## config.mk

```make
export PLATFORM = sky130hd
export DESIGN_NAME = tbc_tx_byte_count
export DESIGN_NICKNAME = d
export VERILOG_FILES = /design/src/tbc_tx_byte_count.v /design/src/tbc_line_decode.v /design/src/tbc_count_mem.v
export VERILOG_INCLUDE_DIRS = /design/src /design/src/src
export SDC_FILE = /design/constraint.sdc
export NUM_CORES = 1
export LEC_CHECK = 0
export BUFFER_PORTS_ARGS = -buffer_cell sky130_fd_sc_hd__clkbuf_2
export CAP_MARGIN = 20
export CORE_MARGIN = 2
export CORE_UTILIZATION = 56
export DETAILED_ROUTE_END_ITERATION = 10
export PLACE_DENSITY = 0.8
export SYNTH_ARGS = -nofsm -noshare
export SYNTH_HDL_FRONTEND = slang
export SYNTH_HIERARCHICAL = 1
export SYNTH_SLANG_ARGS = --single-unit
```

## constraint.sdc

```tcl
create_clock -name i_clock -period 5.8 [get_ports i_clock]
set_input_delay 1.45 -clock i_clock [delete_from_list [all_inputs] [get_ports i_clock]]
set_output_delay 1.45 -clock i_clock [all_outputs]
set_load 0.02 [all_outputs]
```

## src/tbc_consts.vh

```
`ifndef TBC_CONSTS_VH
`define TBC_CONSTS_VH

// ****************************************
// Register offsets
// ****************************************
`define TBC_ADDR_W 3
`define TBC_OFF_CTRL 3'h0
`define TBC_OFF_COUNT 3'h1
`define TBC_OFF_ACTIVE 3'h2
`define TBC_OFF_IRQ_STAT 3'h3
`define TBC_OFF_IRQ_MASK 3'h4

// ****************************************
// Field positions
// ****************************************
`define TBC_LINE_LSB 0
`define TBC_LINE_MSB 3
`define TBC_TX_DONE_BIT 15
`define TBC_IRQ_DONE_BIT 0
`define TBC_IRQ_TIMEOUT_BIT 1

// ****************************************
// Reset values
// ****************************************
`define TBC_CTRL_RST 16'h0000
`define TBC_ACTIVE_RST 16'h0000
`define TBC_MASK_RST 2'h0

`endif

```

## src/tbc_tx_byte_count.v

```verilog
// How it works
// - Sixteen 16-bit byte counts in a memory, one counter updates addressed word.
// - Line select field addresses the count memory on software loads.
// - Each DMA character fetch outside a count-load cycle increments that line's count by one.
// - Overflow is detected when all sixteen bits are zero after update.
// - Overflow emits a one-cycle transmit-finished strobe.
// - The strobe clears only the buffer-active bit of the line whose count was updated (scanner line on fetch, line select on load).
// - Cleared active bit means last character reached that transmitter.
// - Memory timeout also clears the serviced line's active bit when no finished strobe falls in the same clear cycle.
// - The strobe sets control bit 15 and status bit 0, raising the complete interrupt when mask bit 0 is set.
// - Software clearing an active bit sets no flag, no interrupt.
// - Writing zero to a count produces the finished strobe.
`include "tbc_consts.vh"

module tbc_tx_byte_count #(
    parameter LINES = 16,
    parameter WIDTH = 16
) (
    input wire i_clock,                      // 20 MHz system clock
    input wire i_rst_b,                      // Async reset, active low
    input wire i_init,                       // System initialize, active high
    input wire [`TBC_ADDR_W-1:0] i_addr,     // Register address
    input wire [15:0] i_wdata,               // Write data
    input wire i_wr,                         // Write strobe
    input wire i_rd,                         // Read strobe
    output reg [15:0] o_rdata,               // Read data, cycle after read
    input wire [3:0] i_scan_line,            // Transmitter scanner line
    input wire i_dma_fetch_cycle,            // One fetched character, pulse
    input wire i_timeout,                    // Non-existent memory, pulse
    input wire [LINES-1:0] i_active_set,     // Active bits set by start logic
    output wire [LINES-1:0] o_active,        // Buffer-active bits
    output reg o_tx_finished_pulse,          // Transmit-finished strobe
    output wire [LINES-1:0] o_clear_line_active, // Per-line clear strobes
    output wire o_irq                        // Interrupt, level
);
    // ****************************************
    // Registers
    // ****************************************
    reg [15:0] system_control_reg;
    reg [LINES-1:0] active_reg;
    reg [1:0] irq_stat_reg;
    reg [1:0] irq_mask_reg;
    reg [15:0] ctrl_next;
    reg [LINES-1:0] active_next;
    reg [1:0] stat_next;
    reg [15:0] rdata_next;

    wire wr_ctrl = i_wr && (i_addr == `TBC_OFF_CTRL);
    wire wr_count = i_wr && (i_addr == `TBC_OFF_COUNT);
    wire wr_active = i_wr && (i_addr == `TBC_OFF_ACTIVE);
    wire wr_stat = i_wr && (i_addr == `TBC_OFF_IRQ_STAT);
    wire wr_mask = i_wr && (i_addr == `TBC_OFF_IRQ_MASK);
    wire [3:0] sel_line = system_control_reg[`TBC_LINE_MSB:`TBC_LINE_LSB];
    wire [3:0] mem_addr = wr_count ? sel_line : i_scan_line;
    wire count_zero;
    wire [WIDTH-1:0] count_word;
    wire [LINES-1:0] decode_clr;

    // ****************************************
    // Count memory
    // ****************************************
    tbc_count_mem #(
        .WIDTH(WIDTH),
        .DEPTH(LINES)
    ) u_mem (
        .i_clock(i_clock),
        .i_rst_b(i_rst_b),
        .i_addr(mem_addr),
        .i_load(wr_count),
        .i_load_data(i_wdata[WIDTH-1:0]),
        .i_step(i_dma_fetch_cycle && !wr_count),
        .o_word(count_word),
        .o_zero(count_zero)
    );

    // Line latched with the update so the clear hits the line served
    reg [3:0] done_line_reg;
    reg [3:0] timeout_line_reg;
    reg timeout_reg;
    always @(posedge i_clock or negedge i_rst_b) begin
        if (!i_rst_b) begin
            done_line_reg <= 4'h0;
            timeout_line_reg <= 4'h0;
            timeout_reg <= 1'b0;
        end else begin
            done_line_reg <= mem_addr;
            timeout_line_reg <= i_scan_line;
            timeout_reg <= i_timeout;
        end
    end

    // Strobe shares the cycle of the line clear it causes
    always @* begin
        o_tx_finished_pulse = count_zero;
    end

    // ****************************************
    // Line clear decode
    // ****************************************
    tbc_line_decode #(
        .LINES(LINES)
    ) u_dec (
        .i_line(count_zero ? done_line_reg : timeout_line_reg),
        .i_enable((count_zero || timeout_reg) && !i_init),
        .o_onehot(decode_clr)
    );
    assign o_clear_line_active = i_init ? {LINES{1'b1}} : decode_clr;

    // ****************************************
    // Next-state logic
    // ****************************************
    always @* begin
        ctrl_next = system_control_reg;
        if (wr_ctrl) begin
            ctrl_next = {system_control_reg[15] & i_wdata[15], i_wdata[14:0]};
        end
        if (count_zero) begin
            ctrl_next[`TBC_TX_DONE_BIT] = 1'b1;
        end
        active_next = (active_reg | i_active_set) & ~o_clear_line_active;
        if (wr_active) begin
            active_next = active_next & i_wdata[LINES-1:0];
        end
        stat_next = irq_stat_reg;
        if (wr_stat) begin
            stat_next = irq_stat_reg & ~i_wdata[1:0];
        end
        if (count_zero) begin
            stat_next[`TBC_IRQ_DONE_BIT] = 1'b1;
        end
        if (timeout_reg) begin
            stat_next[`TBC_IRQ_TIMEOUT_BIT] = 1'b1;
        end
        case (i_addr)
            `TBC_OFF_CTRL: rdata_next = system_control_reg;
            `TBC_OFF_COUNT: rdata_next = count_word;
            `TBC_OFF_ACTIVE: rdata_next = active_reg;
            `TBC_OFF_IRQ_STAT: rdata_next = {14'h0000, irq_stat_reg};
            `TBC_OFF_IRQ_MASK: rdata_next = {14'h0000, irq_mask_reg};
            default: rdata_next = 16'h0000;
        endcase
    end

    always @(posedge i_clock or negedge i_rst_b) begin
        if (!i_rst_b) begin
            system_control_reg <= `TBC_CTRL_RST;
            active_reg <= `TBC_ACTIVE_RST;
            irq_stat_reg <= 2'h0;
            irq_mask_reg <= `TBC_MASK_RST;
            o_rdata <= 16'h0000;
        end else begin
            system_control_reg <= ctrl_next;
            active_reg <= active_next;
            irq_stat_reg <= stat_next;
            if (wr_mask) begin
                irq_mask_reg <= i_wdata[1:0];
            end
            o_rdata <= i_rd ? rdata_next : 16'h0000;
        end
    end

    assign o_active = active_reg;
    assign o_irq = |(irq_stat_reg & irq_mask_reg);
endmodule // tbc_tx_byte_count

```

## src/tbc_line_decode.v

```verilog
`include "tbc_consts.vh"

// ****************************************
// One-of-sixteen decoder with enable
// ****************************************
module tbc_line_decode #(
    parameter LINES = 16
) (
    input wire [3:0] i_line,          // Line address
    input wire i_enable,              // Decode strobe
    output wire [LINES-1:0] o_onehot  // One-hot result
);
    assign o_onehot = i_enable ? ({{(LINES-1){1'b0}}, 1'b1} << i_line) : {LINES{1'b0}};
endmodule // tbc_line_decode

```

## src/tbc_count_mem.v

```verilog
`include "tbc_consts.vh"

// ****************************************
// Per-line byte count memory and counter
// ****************************************
module tbc_count_mem #(
    parameter WIDTH = 16,
    parameter DEPTH = 16
) (
    input wire i_clock,               // System clock
    input wire i_rst_b,               // Async reset, active low
    input wire [3:0] i_addr,          // Word address
    input wire i_load,                // Load word from software
    input wire [WIDTH-1:0] i_load_data, // Load value
    input wire i_step,                // Increment addressed word
    output wire [WIDTH-1:0] o_word,   // Addressed word
    output reg o_zero                 // Pulse: word became zero
);
    reg [WIDTH-1:0] mem [0:DEPTH-1];
    wire [WIDTH-1:0] counter_next;

    assign o_word = mem[i_addr];
    assign counter_next = i_load ? i_load_data : mem[i_addr] + {{(WIDTH-1){1'b0}}, 1'b1};

    always @(posedge i_clock) begin
        if (i_load || i_step) begin
            mem[i_addr] <= counter_next;
        end
    end

    always @(posedge i_clock or negedge i_rst_b) begin
        if (!i_rst_b) begin
            o_zero <= 1'b0;
        end else begin
            o_zero <= (i_load || i_step) && (counter_next == {WIDTH{1'b0}});
        end
    end
endmodule // tbc_count_mem

```

==> metrics.md, run 1 <==
| Metric | Value |
|---|---|
| DRC | 0 |
| Most frequent cells in the layout | 256 x edfxtp_1, 95 x clkbuf_2, 65 x mux4_2, 62 x dfrtp_1, 55 x nor2_1 |
| Crit path launch type | input pin |
| Status | finished, final reports clean |
| TritonCTS buffer count | 34 |
| Die span in y | 157.3 um |
| Place WS | 0.1882 ns |
| Crit end category | flip-flop |
| Async S/R FF share, synth | 19.50% |
| Sum of negative setup slack | 0 ns |
| Share of layout cells above drive strength 1 | 36.60% |
| Critical R2R Launch | system_control_reg[0]$_DFFE_PN0P_ |
| Vias in the first global route | 7,631 |
| Initial Util | 56.56% |
| Worst Path Arrival | 5.35 ns |
| Worst Reg-to-Reg Cells | 10 |
| Routed WL per cell | 24.54 um |
| Initial DRT Pass Iterations | 7 |
| Syn_area_per_cell | 16.89 um2 |
| DIE AREA | 0.02474 mm2 |
| Seq/Total Area, Yosys | 70.22% |
| Syn_nets | 826 |
| Synth Area in XOR/XNOR | 0.8558% |
| Max FFs per register | 256 |
| RSZ-0062 raised after global routing | no |
| Clk_lat worst skew | 0.51 ns |
| Final worst slack | 0.5892 ns |
| # rows | 56 |
| Leak | 5.605 nW |
| # setup viols final | 0 |
| Clock Skew | 0.01659 ns |
| Initial antenna violation count | 0 |
| Crit path from | i_addr[0] |
| CTS H-Tree Depth | 2 |
| Mux contribution to synthesized area | 14.82% |
| Req. time, crit path | 5.94 ns |
| Largest net degree at the start of global routing | 63 |
| Maxcap violations | 0 |
| Gpl congestion | 0.8629 |
| Worst r2r dst | u_mem/mem[2][15]$_DFFE_PP_ |
| CTS tree | done |
| Ports | 96 |
| Cts hold-fix bufs | 0 |
| Synthesized flop and latch total | 318 |
| Compound-gate portion of the synthesized area | 3.652% |
| Commonest non-fill, non-tap cell in the layout | edfxtp_1 |
| Ys Warns | 6 |
| Port bufs | 95 |
| Final Hold Vio Count | 0 |
| CTS max path bufs | 3 |
| Fill cell count | 1,583 |
| Post-synth EDFFs | 256 |
| Crit Path Max Fanout | 20 |
| Layout Nets | 970 |
| Simple-Gate Fraction of Synth Area | 8.634% |
| Max Freq | 191.9 MHz |
| Vias per inst | 6.099 |
| GRT overflow | 0 |
| P&R area growth vs syn | 17.22% |
| Hold/Removal Path Class | reg2reg |
| Tmin final | 5.211 ns |
| Max Slew Vio Count | 0 |
| Power density cells | 351.0 mW/mm2 |
| Syn Inst Count | 779 |
| Worst Tran Pin Value | 1.114 ns |
| Post-Route WL | 31,090 um |
| Root Buffer | clkbuf_16 |
| Routed vias | 7,728 |
| Area share of fa/ha/maj cells after synthesis | 0.09509% |
| Period utilization | 89.84% |
| Max_slew headroom | 25.25% |
| Clock slew at reported path FFs | 0.06 ns |
| Placed Instances | 1,206 |
| Post-cts resize count | 0 |
| Biggest register | u_mem/mem |
| All-Layer GR Usage | 25.73% |
| End of the critical path | u_mem/mem[2][15]$_DFFE_PP_ |
| Final non-filler cell total | 1,267 |
| Crit Path Class | in2reg |
| Chip width | 157.3 um |
| TritonCTS Sinks | 318 |
| Post CTS Setup Buffer Count | 0 |
| Diode count | 0 |
| Main combinational cell family by area after synthesis | multiplexers |
| Peak VDD IR | 272.4 uV |
| First-pass GRT wire length | 46,020 um |
| Initial DRC count | 887 |
| Number of distinct library cells after synthesis | 56 |
| Flop2flop setup slack | 1.72 ns |
| Final ANT Viol Nets | 0 |
| Synth Cell Area | 0.01316 mm2 |
| HPWL Detailed | 20,070 um |
| Most used flip-flop cell after synthesis | edfxtp_1 |
| Core ar. | 0.02326 mm2 |
==> logic make-up after synthesis <==
logic type                 count (synthesis)
AOI/OAI and AO/OA                         71
xor gates and xnor gates                  12
adders and majority gates                  1
buffers and inverters                     43
DFF                                      318
muxes                                    110
and+or+nand+nor                          224
==> metal layers <==
metal	vias to the layer above	global-route usage [%]	part of all wire, %
met2	457	42.77	49
met1	3878	34.68	38
met4	0	9.784	3.4
li1	3311	-	-
met3	82	4.130	9.9
met5	-	0	0
==> how the worst min path moves through the flow <==
stage	start	endpoint	slack, ns	cells after the start
2_1_floorplan	timeout_reg$_DFF_PN0_	irq_stat_reg[1]$_DFFE_PN0P_	0.43	1
3_3_place_gp	system_control_reg[15]$_DFFE_PN0P_	system_control_reg[15]$_DFFE_PN0P_	0.46	1
3_5_place_dp	system_control_reg[15]$_DFFE_PN0P_	system_control_reg[15]$_DFFE_PN0P_	0.47	1
4_1_cts	system_control_reg[15]$_DFFE_PN0P_	system_control_reg[15]$_DFFE_PN0P_	0.49	1
5_1_grt	timeout_reg$_DFF_PN0_	irq_stat_reg[1]$_DFFE_PN0P_	0.50	1
6_report	system_control_reg[15]$_DFFE_PN0P_	system_control_reg[15]$_DFFE_PN0P_	0.48	1
==> where the power goes <==
| group | leakage, nW | switching [W] | internal, W |
|---|---|---|---|
| combinational | 1.95 | 0.000354 | 0.000220 |
| clock | 0.555 | 0.000855 | 0.00132 |
| sequential | 3.10 | 0.0000381 | 0.00262 |
==> cell usage after synthesis (all sizes together), types with 9 or more instances <==
cell type | count | share of area (%)
edfxtp | 256 | 58
nor2 | 68 | 2.0
mux4 | 65 | 11
dfrtp | 62 | 12
nand2 | 54 | 1.5
or2 | 30 | 1.4
a22oi | 28 | 1.6
mux2 | 28 | 2.4
nor3 | 26 | 1.0
buf | 21 | 1.1
clkbuf | 18 | 0.52
a21oi | 17 | 0.65
mux2i | 17 | 1.3
o21ai | 11 | 0.42
nand2b | 9 | 0.43
==> critical path, cell delays in order <==
cell	delay (ns)
clkbuf_2	0.08
nor2b_2	0.14
and3b_1	0.34
mux2_4	0.36
buf_4	0.40
mux4_2	0.56
a22oi_1	0.24
nand2_1	0.22
nand4_1	0.34
nor2_1	0.14
nand4_1	0.12
xor2_1	0.07
o21ai_1	0.85
==> area by class of cell <==
| cell class | count | area (um2) | area share (%) |
|---|---|---|---|
| clock buffer | 42 | 933.4 | 6.052 |
| tap | 319 | 399.1 | 2.588 |
| inverter | 4 | 15.01 | 0.09735 |
| timing repair buffer | 147 | 890.9 | 5.776 |
| clock inverter | 19 | 197.7 | 1.282 |
| sequential | 318 | 9239 | 59.90 |
| multi-input combinational | 418 | 3749 | 24.30 |
==> per-stage QoR <==
stage	hold slack, ns	utilization [%]	instance area (um2)	power [W]
floorplan	0.4287	-	13160	0.003049
global placement	0.4590	61.44	14290	0.003251
detailed placement	0.4713	61.44	14290	0.003272
CTS	0.4850	66.30	15420	0.005444
global route	0.5022	66.30	15420	0.005580
finish	0.4838	66.30	15420	0.005413
Note: power is estimated with default switching activity, not from simulation.
==> run 2: changes to the inputs <==
--- a/config.mk
+++ b/config.mk
@@ -11,7 +11,7 @@
 export CORE_MARGIN = 2
 export CORE_UTILIZATION = 56
 export DETAILED_ROUTE_END_ITERATION = 10
-export PLACE_DENSITY = 0.8
+export PLACE_DENSITY = 0.75
 export SYNTH_ARGS = -nofsm -noshare
 export SYNTH_HDL_FRONTEND = slang
 export SYNTH_HIERARCHICAL = 1
==> metrics.md, run 2 (synthesis gave the netlist of run 1 again) <==
| Metric | Value |
|---|---|
| Status | finished, final reports clean (unchanged) |
| Core ar. | 0.02326 mm2 (unchanged) |
| Clk_lat worst skew | 0.51 ns (about the same) |
| Max Slew Vio Count | 0 (unchanged) |
| Hold/Removal Path Class | reg2reg (unchanged) |
| Root Buffer | clkbuf_16 (unchanged) |
| Worst Tran Pin Value | 1.027 ns (was 1.114 ns) |
| Placed Instances | 1,204 (was 1,206) |
| Initial DRT Pass Iterations | 6 (was 7) |
| Chip width | 157.3 um (unchanged) |
| GRT overflow | 0 (unchanged) |
| Tmin final | 5.209 ns (was 5.211 ns) |
| Final Hold Vio Count | 0 (unchanged) |
| Routed vias | 7,594 (was 7,728) |
| # rows | 56 (unchanged) |
| CTS max path bufs | 3 (unchanged) |
| Ports | 96 (unchanged) |
| Flop2flop setup slack | 1.84 ns (was 1.72 ns) |
| Crit Path Class | in2reg (unchanged) |
| Post CTS Setup Buffer Count | 0 (unchanged) |
| Max FFs per register | 256 (unchanged) |
| Power density cells | 350.1 mW/mm2 (was 351.0 mW/mm2) |
| RSZ-0062 raised after global routing | no (unchanged) |
| Post-cts resize count | 0 (unchanged) |
| Routed WL per cell | 23.75 um (was 24.54 um) |
| Initial antenna violation count | 0 (unchanged) |
| Smallest hold slack | 0.4836 ns (was 0.4838 ns) |
| Commonest non-fill, non-tap cell in the layout | edfxtp_1 (unchanged) |
| Overall power | 0.005404 W (was 0.005413 W) |
| # setup viols final | 0 (unchanged) |
| Largest net degree at the start of global routing | 63 (unchanged) |
| Final non-filler cell total | 1,267 (unchanged) |
| Initial Util | 56.56% (unchanged) |
| Clock slew at reported path FFs | 0.06 ns (about the same) |
| Cts hold-fix bufs | 0 (unchanged) |
| Die span in y | 157.3 um (unchanged) |
| Biggest register | u_mem/mem (unchanged) |
| Crit end category | flip-flop (unchanged) |
| Most frequent cells in the layout | 256 x edfxtp_1, 95 x clkbuf_2, 65 x mux4_2, 62 x dfrtp_1, 55 x nor2_1 (unchanged) |
| DRC | 0 (unchanged) |
| Worst Path Arrival | 5.37 ns (was 5.35 ns) |
| Multi-input gate area | 0.003749 mm2 (unchanged) |
| Maxcap violations | 0 (unchanged) |
| Sum of negative setup slack | 0 ns (unchanged) |
| Crit Path Max Fanout | 44 (was 20) |
| TritonCTS Sinks | 318 (unchanged) |
| CTS H-Tree Depth | 2 (unchanged) |
| All-Layer GR Usage | 24.78% (was 25.73%) |
| Final ANT Viol Nets | 0 (unchanged) |
| Peak VDD IR | 238.9 uV (was 272.4 uV) |
| Crit path launch type | input pin (unchanged) |
| DIE AREA | 0.02474 mm2 (unchanged) |
| Max Freq | 192.0 MHz (was 191.9 MHz) |
| Diode count | 0 (unchanged) |
| Share of layout cells above drive strength 1 | 36.50% (was 36.60%) |
| Layout Nets | 969 (was 970) |
| Fill cell count | 1,580 (was 1,583) |
| TritonCTS buffer count | 34 (unchanged) |
| Req. time, crit path | 5.96 ns (was 5.94 ns) |
| First-pass GRT wire length | 44,420 um (was 46,020 um) |
| HPWL Detailed | 20,180 um (was 20,070 um) |
| Period utilization | 89.81% (was 89.84%) |
| Gpl congestion | 0.8197 (was 0.8629) |
| Max_slew headroom | 31.05% (was 25.25%) |
| P&R area growth vs syn | 17.33% (was 17.22%) |
| Leak | 5.606 nW (was 5.605 nW) |
| Clock Skew | 0.01621 ns (was 0.01659 ns) |
| Port bufs | 95 (unchanged) |
| Post-Route WL | 30,090 um (was 31,090 um) |
| Initial DRC count | 751 (was 887) |
| CTS tree | done (unchanged) |
| Register area | 0.009239 mm2 (unchanged) |
| Vias per inst | 5.994 (was 6.099) |
| Vias in the first global route | 7,390 (was 7,631) |
==> run 2: cell types whose count changed in the layout (fill, tap and decap cells not counted), sizes merged <==
cell      change
bufinv        -1
buf           -1
clkbuf        +4
clkinv        -3
clkinvlp      +1
==> run 2: area by class of cell <==
| type | instances | area share, % |
|---|---|---|
| Clock buffer | 46 | 6.411 |
| Clock inverter | 16 | 1.029 |
| Inverter | 4 | 0.09726 |
| Multi-Input combinational cell | 418 | 24.28 |
| Sequential cell | 318 | 59.85 |
| Tap cell | 319 | 2.586 |
| Timing Repair Buffer | 146 | 5.746 |
==> run 2: layer usage <==
metal	part of all wire, %	track usage [%]	up-vias
li1	-	-	3321
met1	40	33.49	3806
met2	48	40.74	412
met3	8.4	4.736	55
met4	3.2	8.874	0
met5	0	0	-
==> run 2: critical path, cell delays in order <==
cell and delay [ns]:
clkbuf_2 0.09, nor2b_2 0.16, and3b_1 0.37, mux2_4 0.40, buf_12 0.34, mux4_2 0.57
a22oi_1 0.17, nand2_1 0.23, nand4_1 0.37, nor2_1 0.14, nand4_1 0.13, xor2_1 0.07
o21ai_1 0.79
==> run 2: power by group <==
group | internal (W) | total, W | switching, W
Sequential | 0.00262 | 0.00266 | 0.0000347
Clock | 0.00133 | 0.00218 | 0.000844
Combinational | 0.000218 | 0.000569 | 0.000350
==> run 2: metrics by stage <==
| stage | cell area, um2 | util [%] | worst slack [ns] |
|---|---|---|---|
| floorplan | 13160 | - | 0.04509 |
| global placement | 14280 | 61.38 | 0.2751 |
| detailed placement | 14280 | 61.38 | 0.1568 |
| CTS | 15430 | 66.31 | 0.6087 |
| global route | 15440 | 66.36 | 0.2212 |
| finish | 15440 | 66.36 | 0.5908 |
==> run 2: path summary, 6_finish.rpt <==
check | start | end | cells past startpoint
max in group asynchronous | i_rst_b | o_active[10]$_DFF_PN0_ | 2
hold reg to reg | system_control_reg[15]$_DFFE_PN0P_ | system_control_reg[15]$_DFFE_PN0P_ | 1
setup / recovery | i_addr[0] | u_mem/mem[8][15]$_DFFE_PP_ | 13
hold / removal | system_control_reg[15]$_DFFE_PN0P_ | system_control_reg[15]$_DFFE_PN0P_ | 1
min in group asynchronous | i_rst_b | o_active[0]$_DFF_PN0_ | 2
setup reg to reg | system_control_reg[0]$_DFFE_PN0P_ | u_mem/mem[8][15]$_DFFE_PP_ | 10
